==> config.mk <==
export PLATFORM = sky130hd
export DESIGN_NAME = asop_top
export DESIGN_NICKNAME = d
export VERILOG_FILES = /design/src/core/asop_pkg.sv /design/src/core/asop_edge.sv /design/src/core/asop_top.sv
export SDC_FILE = /design/constraint.sdc
export NUM_CORES = 1
export LEC_CHECK = 0
export BUFFER_PORTS_ARGS = -buffer_cell sky130_fd_sc_hd__buf_2
export CAP_MARGIN = 25
export CORE_ASPECT_RATIO = 0.9
export CORE_UTILIZATION = 25
export CTS_BUF_LIST = sky130_fd_sc_hd__clkbuf_8
export DETAILED_ROUTE_END_ITERATION = 10
export GPL_ROUTABILITY_DRIVEN = 0
export PLACE_DENSITY = 0.45
export SYNTH_ARGS = -nofsm -noshare
export SYNTH_HDL_FRONTEND = slang
export SYNTH_SLANG_ARGS = --single-unit
==> constraint.sdc <==
create_clock -name clk_i -period 2.6 [get_ports clk_i]
set_input_delay 0.52 -clock clk_i [delete_from_list [all_inputs] [get_ports clk_i]]
set_output_delay 0.52 -clock clk_i [all_outputs]
set_load 0.02 [all_outputs]
==> src/core/asop_pkg.sv <==
/*
 Constants for the sample output port of the 8-bit sampling converter.
 Assumes one 100 MHz system clock; the conversion clock arrives as a synchronous input.
*/
package asop_pkg;
   localparam int unsigned DATA_W = 8;
   localparam int unsigned PIPE_DEPTH = 3;
   localparam int unsigned CLK_MHZ = 100;
   localparam int unsigned MAX_MSPS = 42;
   // Fewest system clocks in one conversion period at the top sample rate
   localparam int unsigned MIN_CONV_CYC = (CLK_MHZ + MAX_MSPS - 1) / MAX_MSPS;
   localparam logic [DATA_W-1:0] WORD_RESET = 8'h00;
   localparam logic [7:0] GAP_MAX = 8'hFF;
   localparam logic [7:0] GAP_ZERO = 8'h00;
   localparam logic [DATA_W-1:0] OE_ALL = 8'hFF;
   localparam logic [DATA_W-1:0] OE_NONE = 8'h00;
   localparam logic [1:0] EDGE_NONE = 2'h0;
   localparam logic [1:0] EDGE_RISE = 2'h1;
   localparam logic [1:0] EDGE_FALL = 2'h2;
   typedef enum logic [0:0] {ASOP_RUN, ASOP_SLEEP} asop_mode_type;
endpackage

==> src/core/asop_edge.sv <==
/*
 Edge finder for the conversion clock input.
 Assumes conv_clk_i is synchronous to clk_i and slower than half its rate.
*/
module asop_edge (
   input wire logic clk_i,
   input wire logic rstn_i,
   input wire logic conv_clk_i,
   output logic [1:0] edge_o
);
   logic prev_q;
   logic prev_d;

   always_comb begin
      prev_d = conv_clk_i;
   end

   always_ff @(posedge clk_i or negedge rstn_i) begin
      if (!rstn_i) begin
         prev_q <= 1'b0;
      end else begin
         prev_q <= prev_d;
      end
   end

   always_comb begin
      if (conv_clk_i && !prev_q) begin
         edge_o = asop_pkg::EDGE_RISE;
      end else if (!conv_clk_i && prev_q) begin
         edge_o = asop_pkg::EDGE_FALL;
      end else begin
         edge_o = asop_pkg::EDGE_NONE;
      end
   end
endmodule

==> src/core/asop_top.sv <==
/*
 Digital side of an 8-bit sampling converter: samples the quantised input on each
 falling conversion clock edge while awake, pipelines it and presents it after a rising edge.
 Assumes the quantiser supplies an 8-bit straight-binary code on analog_code_i and
 that the surrounding pad logic resolves the bus from data and enable outputs.
*/
// How it works
// - A fresh sample is taken on every falling edge of conversion clock outside sleep.
// - Results are 8-bit unsigned straight binary, zero scale all zeros.
// - Bus updates just after each rising edge outside sleep; host captures later.
// - Output enable low drives all eight bus lines with current word.
// - Output enable high releases all eight bus lines to high impedance.
// - Sleep request high enters low-power mode; pipeline stops toggling.
// - Sleep request low runs normal conversion every clock cycle.
// - One conversion per cycle up to 42 MSPS; host must not exceed.
module asop_top (
   input wire logic clk_i,
   input wire logic rstn_i,
   input wire logic conv_clk_i,
   input wire logic [7:0] analog_code_i,
   input wire logic out_en_n_i,
   input wire logic sleep_request_i,
   output logic [7:0] sample_word_bits_o,
   output logic [7:0] sample_word_bits_oe_o,
   output logic sleeping_o,
   output logic rate_fault_o
);
   // ------------------------------------------------------------
   // Conversion clock edges
   // ------------------------------------------------------------
   logic [1:0] edge_w;
   logic fall_w;
   logic rise_w;

   asop_edge u_edge (
      .clk_i(clk_i),
      .rstn_i(rstn_i),
      .conv_clk_i(conv_clk_i),
      .edge_o(edge_w)
   );

   // A high conversion clock at reset release reads as a rise; it reloads the reset word and restarts the gap count
   assign fall_w = (edge_w == asop_pkg::EDGE_FALL);
   assign rise_w = (edge_w == asop_pkg::EDGE_RISE);

   // ------------------------------------------------------------
   // Mode, sample pipeline and output word
   // ------------------------------------------------------------
   asop_pkg::asop_mode_type mode_q;
   asop_pkg::asop_mode_type mode_d;
   logic [7:0] pipe_q [asop_pkg::PIPE_DEPTH];
   logic [7:0] pipe_d [asop_pkg::PIPE_DEPTH];
   logic [7:0] word_q;
   logic [7:0] word_d;
   logic [7:0] gap_q;
   logic [7:0] gap_d;
   logic fault_q;
   logic fault_d;

   always_comb begin
      mode_d = sleep_request_i ? asop_pkg::ASOP_SLEEP : asop_pkg::ASOP_RUN;
      pipe_d = pipe_q;
      word_d = word_q;
      gap_d = gap_q;
      fault_d = fault_q;
      case (mode_q)
         asop_pkg::ASOP_RUN: begin
            if (fall_w) begin
               // Straight binary passes unchanged, bit i to bit i
               pipe_d[0] = analog_code_i;
               for (int i = 1; i < asop_pkg::PIPE_DEPTH; i++) begin
                  pipe_d[i] = pipe_q[i-1];
               end
            end
            if (rise_w) begin
               word_d = pipe_q[asop_pkg::PIPE_DEPTH-1];
               gap_d = asop_pkg::GAP_ZERO;
               // Flag a conversion clock faster than the rated rate
               fault_d = fault_q | (gap_q < 8'(asop_pkg::MIN_CONV_CYC - 1));
            end else if (gap_q != asop_pkg::GAP_MAX) begin
               gap_d = gap_q + 8'h01;
            end
         end
         asop_pkg::ASOP_SLEEP: begin
            // Pipeline and word registers hold to save power, gap parks at GAP_MAX; the word is stale until woken
            gap_d = asop_pkg::GAP_MAX;
         end
         default: begin
            mode_d = asop_pkg::ASOP_RUN;
         end
      endcase
   end

   always_ff @(posedge clk_i or negedge rstn_i) begin
      if (!rstn_i) begin
         mode_q <= asop_pkg::ASOP_RUN;
         for (int i = 0; i < asop_pkg::PIPE_DEPTH; i++) begin
            pipe_q[i] <= asop_pkg::WORD_RESET;
         end
         word_q <= asop_pkg::WORD_RESET;
         gap_q <= asop_pkg::GAP_MAX;
         fault_q <= 1'b0;
      end else begin
         mode_q <= mode_d;
         pipe_q <= pipe_d;
         word_q <= word_d;
         gap_q <= gap_d;
         fault_q <= fault_d;
      end
   end

   // ------------------------------------------------------------
   // Pins
   // ------------------------------------------------------------
   assign sample_word_bits_o = word_q;
   assign sample_word_bits_oe_o = out_en_n_i ? asop_pkg::OE_NONE : asop_pkg::OE_ALL;
   assign sleeping_o = (mode_q == asop_pkg::ASOP_SLEEP);
   assign rate_fault_o = fault_q;

   // ------------------------------------------------------------
   // Assertions
   // ------------------------------------------------------------
   // Pipeline checks key on the registered mode, which lags sleep_request_i by one clock
   property p_sample_fall;
      @(posedge clk_i) disable iff (!rstn_i)
         (fall_w && mode_q == asop_pkg::ASOP_RUN) |=> pipe_q[0] == $past(analog_code_i);
   endproperty
   a_sample_fall: assert property (p_sample_fall) else $error("sample missed");

   property p_hold_no_fall;
      @(posedge clk_i) disable iff (!rstn_i)
         !fall_w |=> $stable(pipe_q[0]);
   endproperty
   a_hold_no_fall: assert property (p_hold_no_fall) else $error("sample moved");

   property p_word_rise;
      @(posedge clk_i) disable iff (!rstn_i)
         (rise_w && mode_q == asop_pkg::ASOP_RUN)
            |=> sample_word_bits_o == $past(pipe_q[asop_pkg::PIPE_DEPTH-1]);
   endproperty
   a_word_rise: assert property (p_word_rise) else $error("word not updated");

   property p_word_stable;
      @(posedge clk_i) disable iff (!rstn_i)
         !rise_w |=> $stable(sample_word_bits_o);
   endproperty
   a_word_stable: assert property (p_word_stable) else $error("word moved off edge");

   property p_drive;
      @(posedge clk_i) disable iff (!rstn_i)
         !out_en_n_i |-> sample_word_bits_oe_o == asop_pkg::OE_ALL;
   endproperty
   a_drive: assert property (p_drive) else $error("bus not driven");

   property p_release;
      @(posedge clk_i) disable iff (!rstn_i)
         out_en_n_i |-> sample_word_bits_oe_o == asop_pkg::OE_NONE;
   endproperty
   a_release: assert property (p_release) else $error("bus driven while off");

   property p_sleep;
      @(posedge clk_i) disable iff (!rstn_i)
         sleep_request_i ##1 sleep_request_i |=> sleeping_o ##0 $stable(pipe_q[0]);
   endproperty
   a_sleep: assert property (p_sleep) else $error("sleep ignored");

   property p_wake;
      @(posedge clk_i) disable iff (!rstn_i)
         !sleep_request_i |=> !sleeping_o;
   endproperty
   a_wake: assert property (p_wake) else $error("not running");

   property p_fault_sticky;
      @(posedge clk_i) disable iff (!rstn_i)
         rate_fault_o |=> rate_fault_o;
   endproperty
   a_fault_sticky: assert property (p_fault_sticky) else $error("fault dropped");

   property p_latency;
      @(posedge clk_i) disable iff (!rstn_i)
         (fall_w && !sleeping_o) |=> pipe_q[1] == $past(pipe_q[0]);
   endproperty
   a_latency: assert property (p_latency) else $error("pipeline skipped");

   property p_tail;
      @(posedge clk_i) disable iff (!rstn_i)
         (fall_w && !sleeping_o)
            |=> pipe_q[asop_pkg::PIPE_DEPTH-1] == $past(pipe_q[asop_pkg::PIPE_DEPTH-2]);
   endproperty
   a_tail: assert property (p_tail) else $error("pipeline tail skipped");

   property p_bit_order;
      @(posedge clk_i) disable iff (!rstn_i)
         (fall_w && !sleeping_o)
            |=> pipe_q[0][0] == $past(analog_code_i[0])
               && pipe_q[0][asop_pkg::DATA_W-1] == $past(analog_code_i[asop_pkg::DATA_W-1]);
   endproperty
   a_bit_order: assert property (p_bit_order) else $error("bit order swapped");

   property p_sleep_word;
      @(posedge clk_i) disable iff (!rstn_i)
         sleeping_o |=> $stable(sample_word_bits_o);
   endproperty
   a_sleep_word: assert property (p_sleep_word) else $error("word moved in sleep");

   property p_fast_fault;
      @(posedge clk_i) disable iff (!rstn_i)
         (rise_w && !sleeping_o && gap_q < 8'(asop_pkg::MIN_CONV_CYC - 1)) |=> rate_fault_o;
   endproperty
   a_fast_fault: assert property (p_fast_fault) else $error("fast clock not flagged");

   property p_no_false_fault;
      @(posedge clk_i) disable iff (!rstn_i)
         (!rate_fault_o && !rise_w) |=> !rate_fault_o;
   endproperty
   a_no_false_fault: assert property (p_no_false_fault) else $error("fault off a rise");

   c_sleep: cover property (@(posedge clk_i) disable iff (!rstn_i) sleeping_o ##1 !sleeping_o);
   c_word: cover property (@(posedge clk_i) disable iff (!rstn_i)
      rise_w ##1 sample_word_bits_o != 8'h00);
   c_off: cover property (@(posedge clk_i) disable iff (!rstn_i) out_en_n_i ##1 !out_en_n_i);
   c_fault: cover property (@(posedge clk_i) disable iff (!rstn_i) $rose(rate_fault_o));
endmodule

==> Implementation_results.wiki <==
{| class="wikitable"
! Metric !! Value
|-
| Achievable Freq || approximately 0.52 GHz
|-
| DRC violation total after the first TritonRoute iteration || 15
|-
| CTS clock-pin slew for the worst setup and hold paths || approximately 0.08 ns
|-
| Result of the run || finished clean
|-
| Reg2reg end || pipe_q[13]
|-
| Post-synth EDFFs || 0
|-
| Clock tree from TritonCTS || built
|-
| CP cell instances || nor3b_4, buf_4, mux2_2
|-
| Final period util || roughly three quarters
|-
| Compound-Gate Fraction of Synth Area || 5.52%
|-
| Number of sinks on the clock net || 43
|-
| Highest fanout seen on the critical path || 15
|-
| Time the worst path needs with I/O delays and setup || 1.91 ns
|-
| Signal arrival time at the worst endpoint || approximately 2.1 ns
|-
| Sequential-to-total area share from yosys stat || 59.9%
|-
| Max-slew violations || 0
|-
| PD cells || 973 mW/mm^2
|-
| Crit path capture type || register
|-
| Total internal power || between 1 and 1.5 mW
|-
| Vias post-DR || 1049
|-
| Power share of the combinational group || 24.9%
|-
| Share of synthesized flip-flops with an asynchronous set or reset || 100%
|-
| Total half-perimeter wirelength after legalization and detailed placement || between 2 and 2.5 mm
|-
| Minimum setup slack among reg-to-reg paths || approximately 0.69 ns
|-
| Area share of and/or/nand/nor cells after synthesis || 6.63%
|-
| Synth Warn # || 0
|-
| Number of I/O pins || 31
|-
| Leakage power || 0.964 nW
|-
| Sequential group share of total power || roughly half
|-
| IO Port Bufs || 30
|-
| RSZ-0062 raised after global routing || false
|-
| Per-instance average area after synthesis || approximately 15 sq um
|-
| Mapped Area || ~0.0018 sq mm
|-
| Most common cell after layout, fill and taps aside || sky130_fd_sc_hd__dfrtp_1
|-
| Detailed Routing Iterations Pass 1 || 4
|-
| Hold Fails Final Rpt || 0
|-
| Worst Reg2Reg Path Length in Cells || 3
|-
| Average wire per cell in the routed design || between 10 and 15 microns
|-
| Floorplan die height || a little over 80 microns
|-
| Diodes inserted || 0
|-
| Worst Setup Start Kind || register
|-
| Sum of negative setup slack || 0 ns
|-
| Post-layout instance area || around 0.0022 sq mm
|-
| Final core occ || between 30% and 40%
|-
| Slew at the pin closest to its max-slew limit || a little under 0.6 ns
|-
| Unique masters post-synth || 29
|-
| Slew Limit Headroom || between 60 and 70%
|-
| Proportion of layout cells with a drive suffix above 1 || a little under three fifths
|-
| Clk buf depth || 2
|-
| Die Footprint || around 0.0076 sq mm
|-
| Worst min-delay path class || input port to asynchronous set/reset pin
|-
| Beginning of the worst register-to-register path || sleeping_o
|-
| Fraction of synthesized cell area in xor and xnor cells || 1.93%
|-
| Worst setup path category || register to register
|-
| Initial cell density of the core || roughly 26%
|-
| Via count of the first global-routing pass || 1055
|-
| Leading cell types in the layout, fill and taps excluded || 35 x sky130_fd_sc_hd__dfrtp_1, 32 x sky130_fd_sc_hd__mux2_2, 30 x sky130_fd_sc_hd__buf_2, 8 x sky130_fd_sc_hd__dfstp_2
|-
| Post-placement cell area || 0.00202 sq mm
|-
| Portion of netlist area occupied by mux cells || around 21%
|-
| Post-cts gate resize count || 0
|-
| Max-cap violation count || 0
|-
| Flop and latch count out of synthesis || 43
|-
| Most common flop cell mapped by yosys || sky130_fd_sc_hd__dfrtp_1
|-
| CTS Root Buffer Type || sky130_fd_sc_hd__clkbuf_8
|-
| FP Rows || 29
|-
| CTS Hold Buffers Added || 0
|-
| Tot GR Track Use || 9.45%
|-
| Buffers inserted during post-CTS setup optimization || 0
|-
| Max stage delay on crit path || roughly 0.57 ns
|-
| Fraction of power spent switching nets || 29.4%
|-
| CP max stage cell || sky130_fd_sc_hd__nor3b_4
|-
| Data required time at the worst endpoint || approximately 2.8 ns
|-
| Final Setup Violations || 0
|-
| Nets || between 150 and 200
|-
| Initial antenna violation count || 0
|-
| Via density || 4.25
|-
| Routed Antenna Nets || 0
|-
| Number of buffers created by CTS || 5
|-
| Worst clock skew || around 0.0043 ns
|-
| Number of cells produced by synthesis || 125
|-
| Overflow left after global routing || 0
|-
| Final setup margin || between 0.6 and 0.7 ns
|-
| Peak VDD IR || about 260 uV
|-
| Width of the chip || ~92 microns
|-
| Setup slack after placement || 0.570 ns
|-
| Pin count of the biggest net entering global routing || 44
|-
| Total wire length after detailed routing || a little over 3 mm
|-
| Post-synthesis net count || roughly 140
|-
| Power share of the clock group || between 20% and 30%
|-
| First-pass GRT wire length || about 5.3 mm
|-
| Insertion delay of the later-clocked pin in the worst-skew pair || approximately 0.30 ns
|-
| Detailed-route DRC error count || 0
|-
| Dominant combinational cell family by area after synthesis || multiplexers
|-
| Maximum level of the CTS H-tree || 2
|-
| Area added between synthesis and finish || 19.0%
|-
| Area of the core || 0.00704 sq mm
|-
| Post-synthesis adder-cell area fraction || less than 1%
|-
| Sw power || ~620 uW
|}
==> metrics by stage <==
stage	instances	hold WS [ns]	power, mW
2_1_floorplan	125	0.224	1.40
3_3_place_gp	238	0.484	1.56
3_5_place_dp	238	0.454	1.57
4_1_cts	246	0.321	2.13
5_1_grt	247	0.117	2.23
6_report	247	0.101	2.10
==> cells by family (layout without fill, tap and decap cells) <==
kind of cell,Yosys count,after routing
and+or+nand+nor,18,18
AOI/OAI and AO/OA,13,13
adders and majority gates,1,1
muxes,33,33
xor gates and xnor gates,4,4
DFF,43,43
buffers and inverters,13,42
==> worst max path at each step <==
stage	startpoint	end	slack, ns	cells after the start
finish	sleeping_o	pipe_q[13]	0.69	3
global route	sleeping_o	pipe_q[21]	0.57	3
CTS	sleeping_o	pipe_q[13]	0.65	3
detailed placement	conv_clk_i	pipe_q[13]	0.57	4
global placement	conv_clk_i	pipe_q[23]	0.59	4
floorplan	sleeping_o	pipe_q[16]	0.96	4
==> power by group through the flow <==
| stage | sequential [mW] | clock (mW) | combinational [mW] |
|---|---|---|---|
| 6_report | 1.03 | 0.550 | 0.523 |
| 5_1_grt | 1.06 | 0.593 | 0.574 |
| 4_1_cts | 1.03 | 0.570 | 0.531 |
| 3_5_place_dp | 1.04 | 0 | 0.531 |
| 3_3_place_gp | 1.05 | 0 | 0.515 |
| 2_1_floorplan | 1.08 | 0 | 0.326 |
==> state kept, by name (all words and copies together), names as in the netlist <==
name	count
u_edge.prev_q	1
sample_word_bits_o	8
rate_fault_o	1
pipe_q	24
sleeping_o	1
gap_q	8
==> Yosys cell counts (all sizes together), types with 2 or more instances <==
| cell | n | area share, % |
|---|---|---|
| inv | 2 | 0.41 |
| buf | 10 | 4.0 |
| a31o | 2 | 0.97 |
| xor2 | 3 | 1.4 |
| a21o | 7 | 3.0 |
| nand4 | 2 | 1.5 |
| dfstp | 8 | 12 |
| nand3 | 4 | 1.1 |
| nand2 | 5 | 1.0 |
| dfrtp | 35 | 48 |
| mux2 | 33 | 21 |
==> layout make-up <==
class | count | area, sq um
Fill cell | 729 | 4880
Sequential cell | 43 | 1090
Multi-Input combinational cell | 69 | 649
Timing Repair Buffer | 32 | 178
Tap cell | 93 | 116
Clock buffer | 6 | 82.6
Clock inverter | 2 | 38.8
Inverter | 2 | 7.51
==> worst max-delay path: cells and delay by family (launching register included) <==
kind / cells / cell delay (ns)
buffers and inverters: 1 / 0.33
DFF: 1 / 0.53
and+or+nand+nor: 1 / 0.57
muxes: 1 / 0.36
==> metal layers <==
metal | up-vias | global-route usage, % | wire, microns
li1 | 490 | - | -
met1 | 525 | 11.7 | 1460
met2 | 28 | 14.7 | 1380
met3 | 6 | 2.91 | 140
met4 | 0 | 5.63 | 69
met5 | - | 0 | 0
Note: power is estimated with default switching activity, not from simulation.
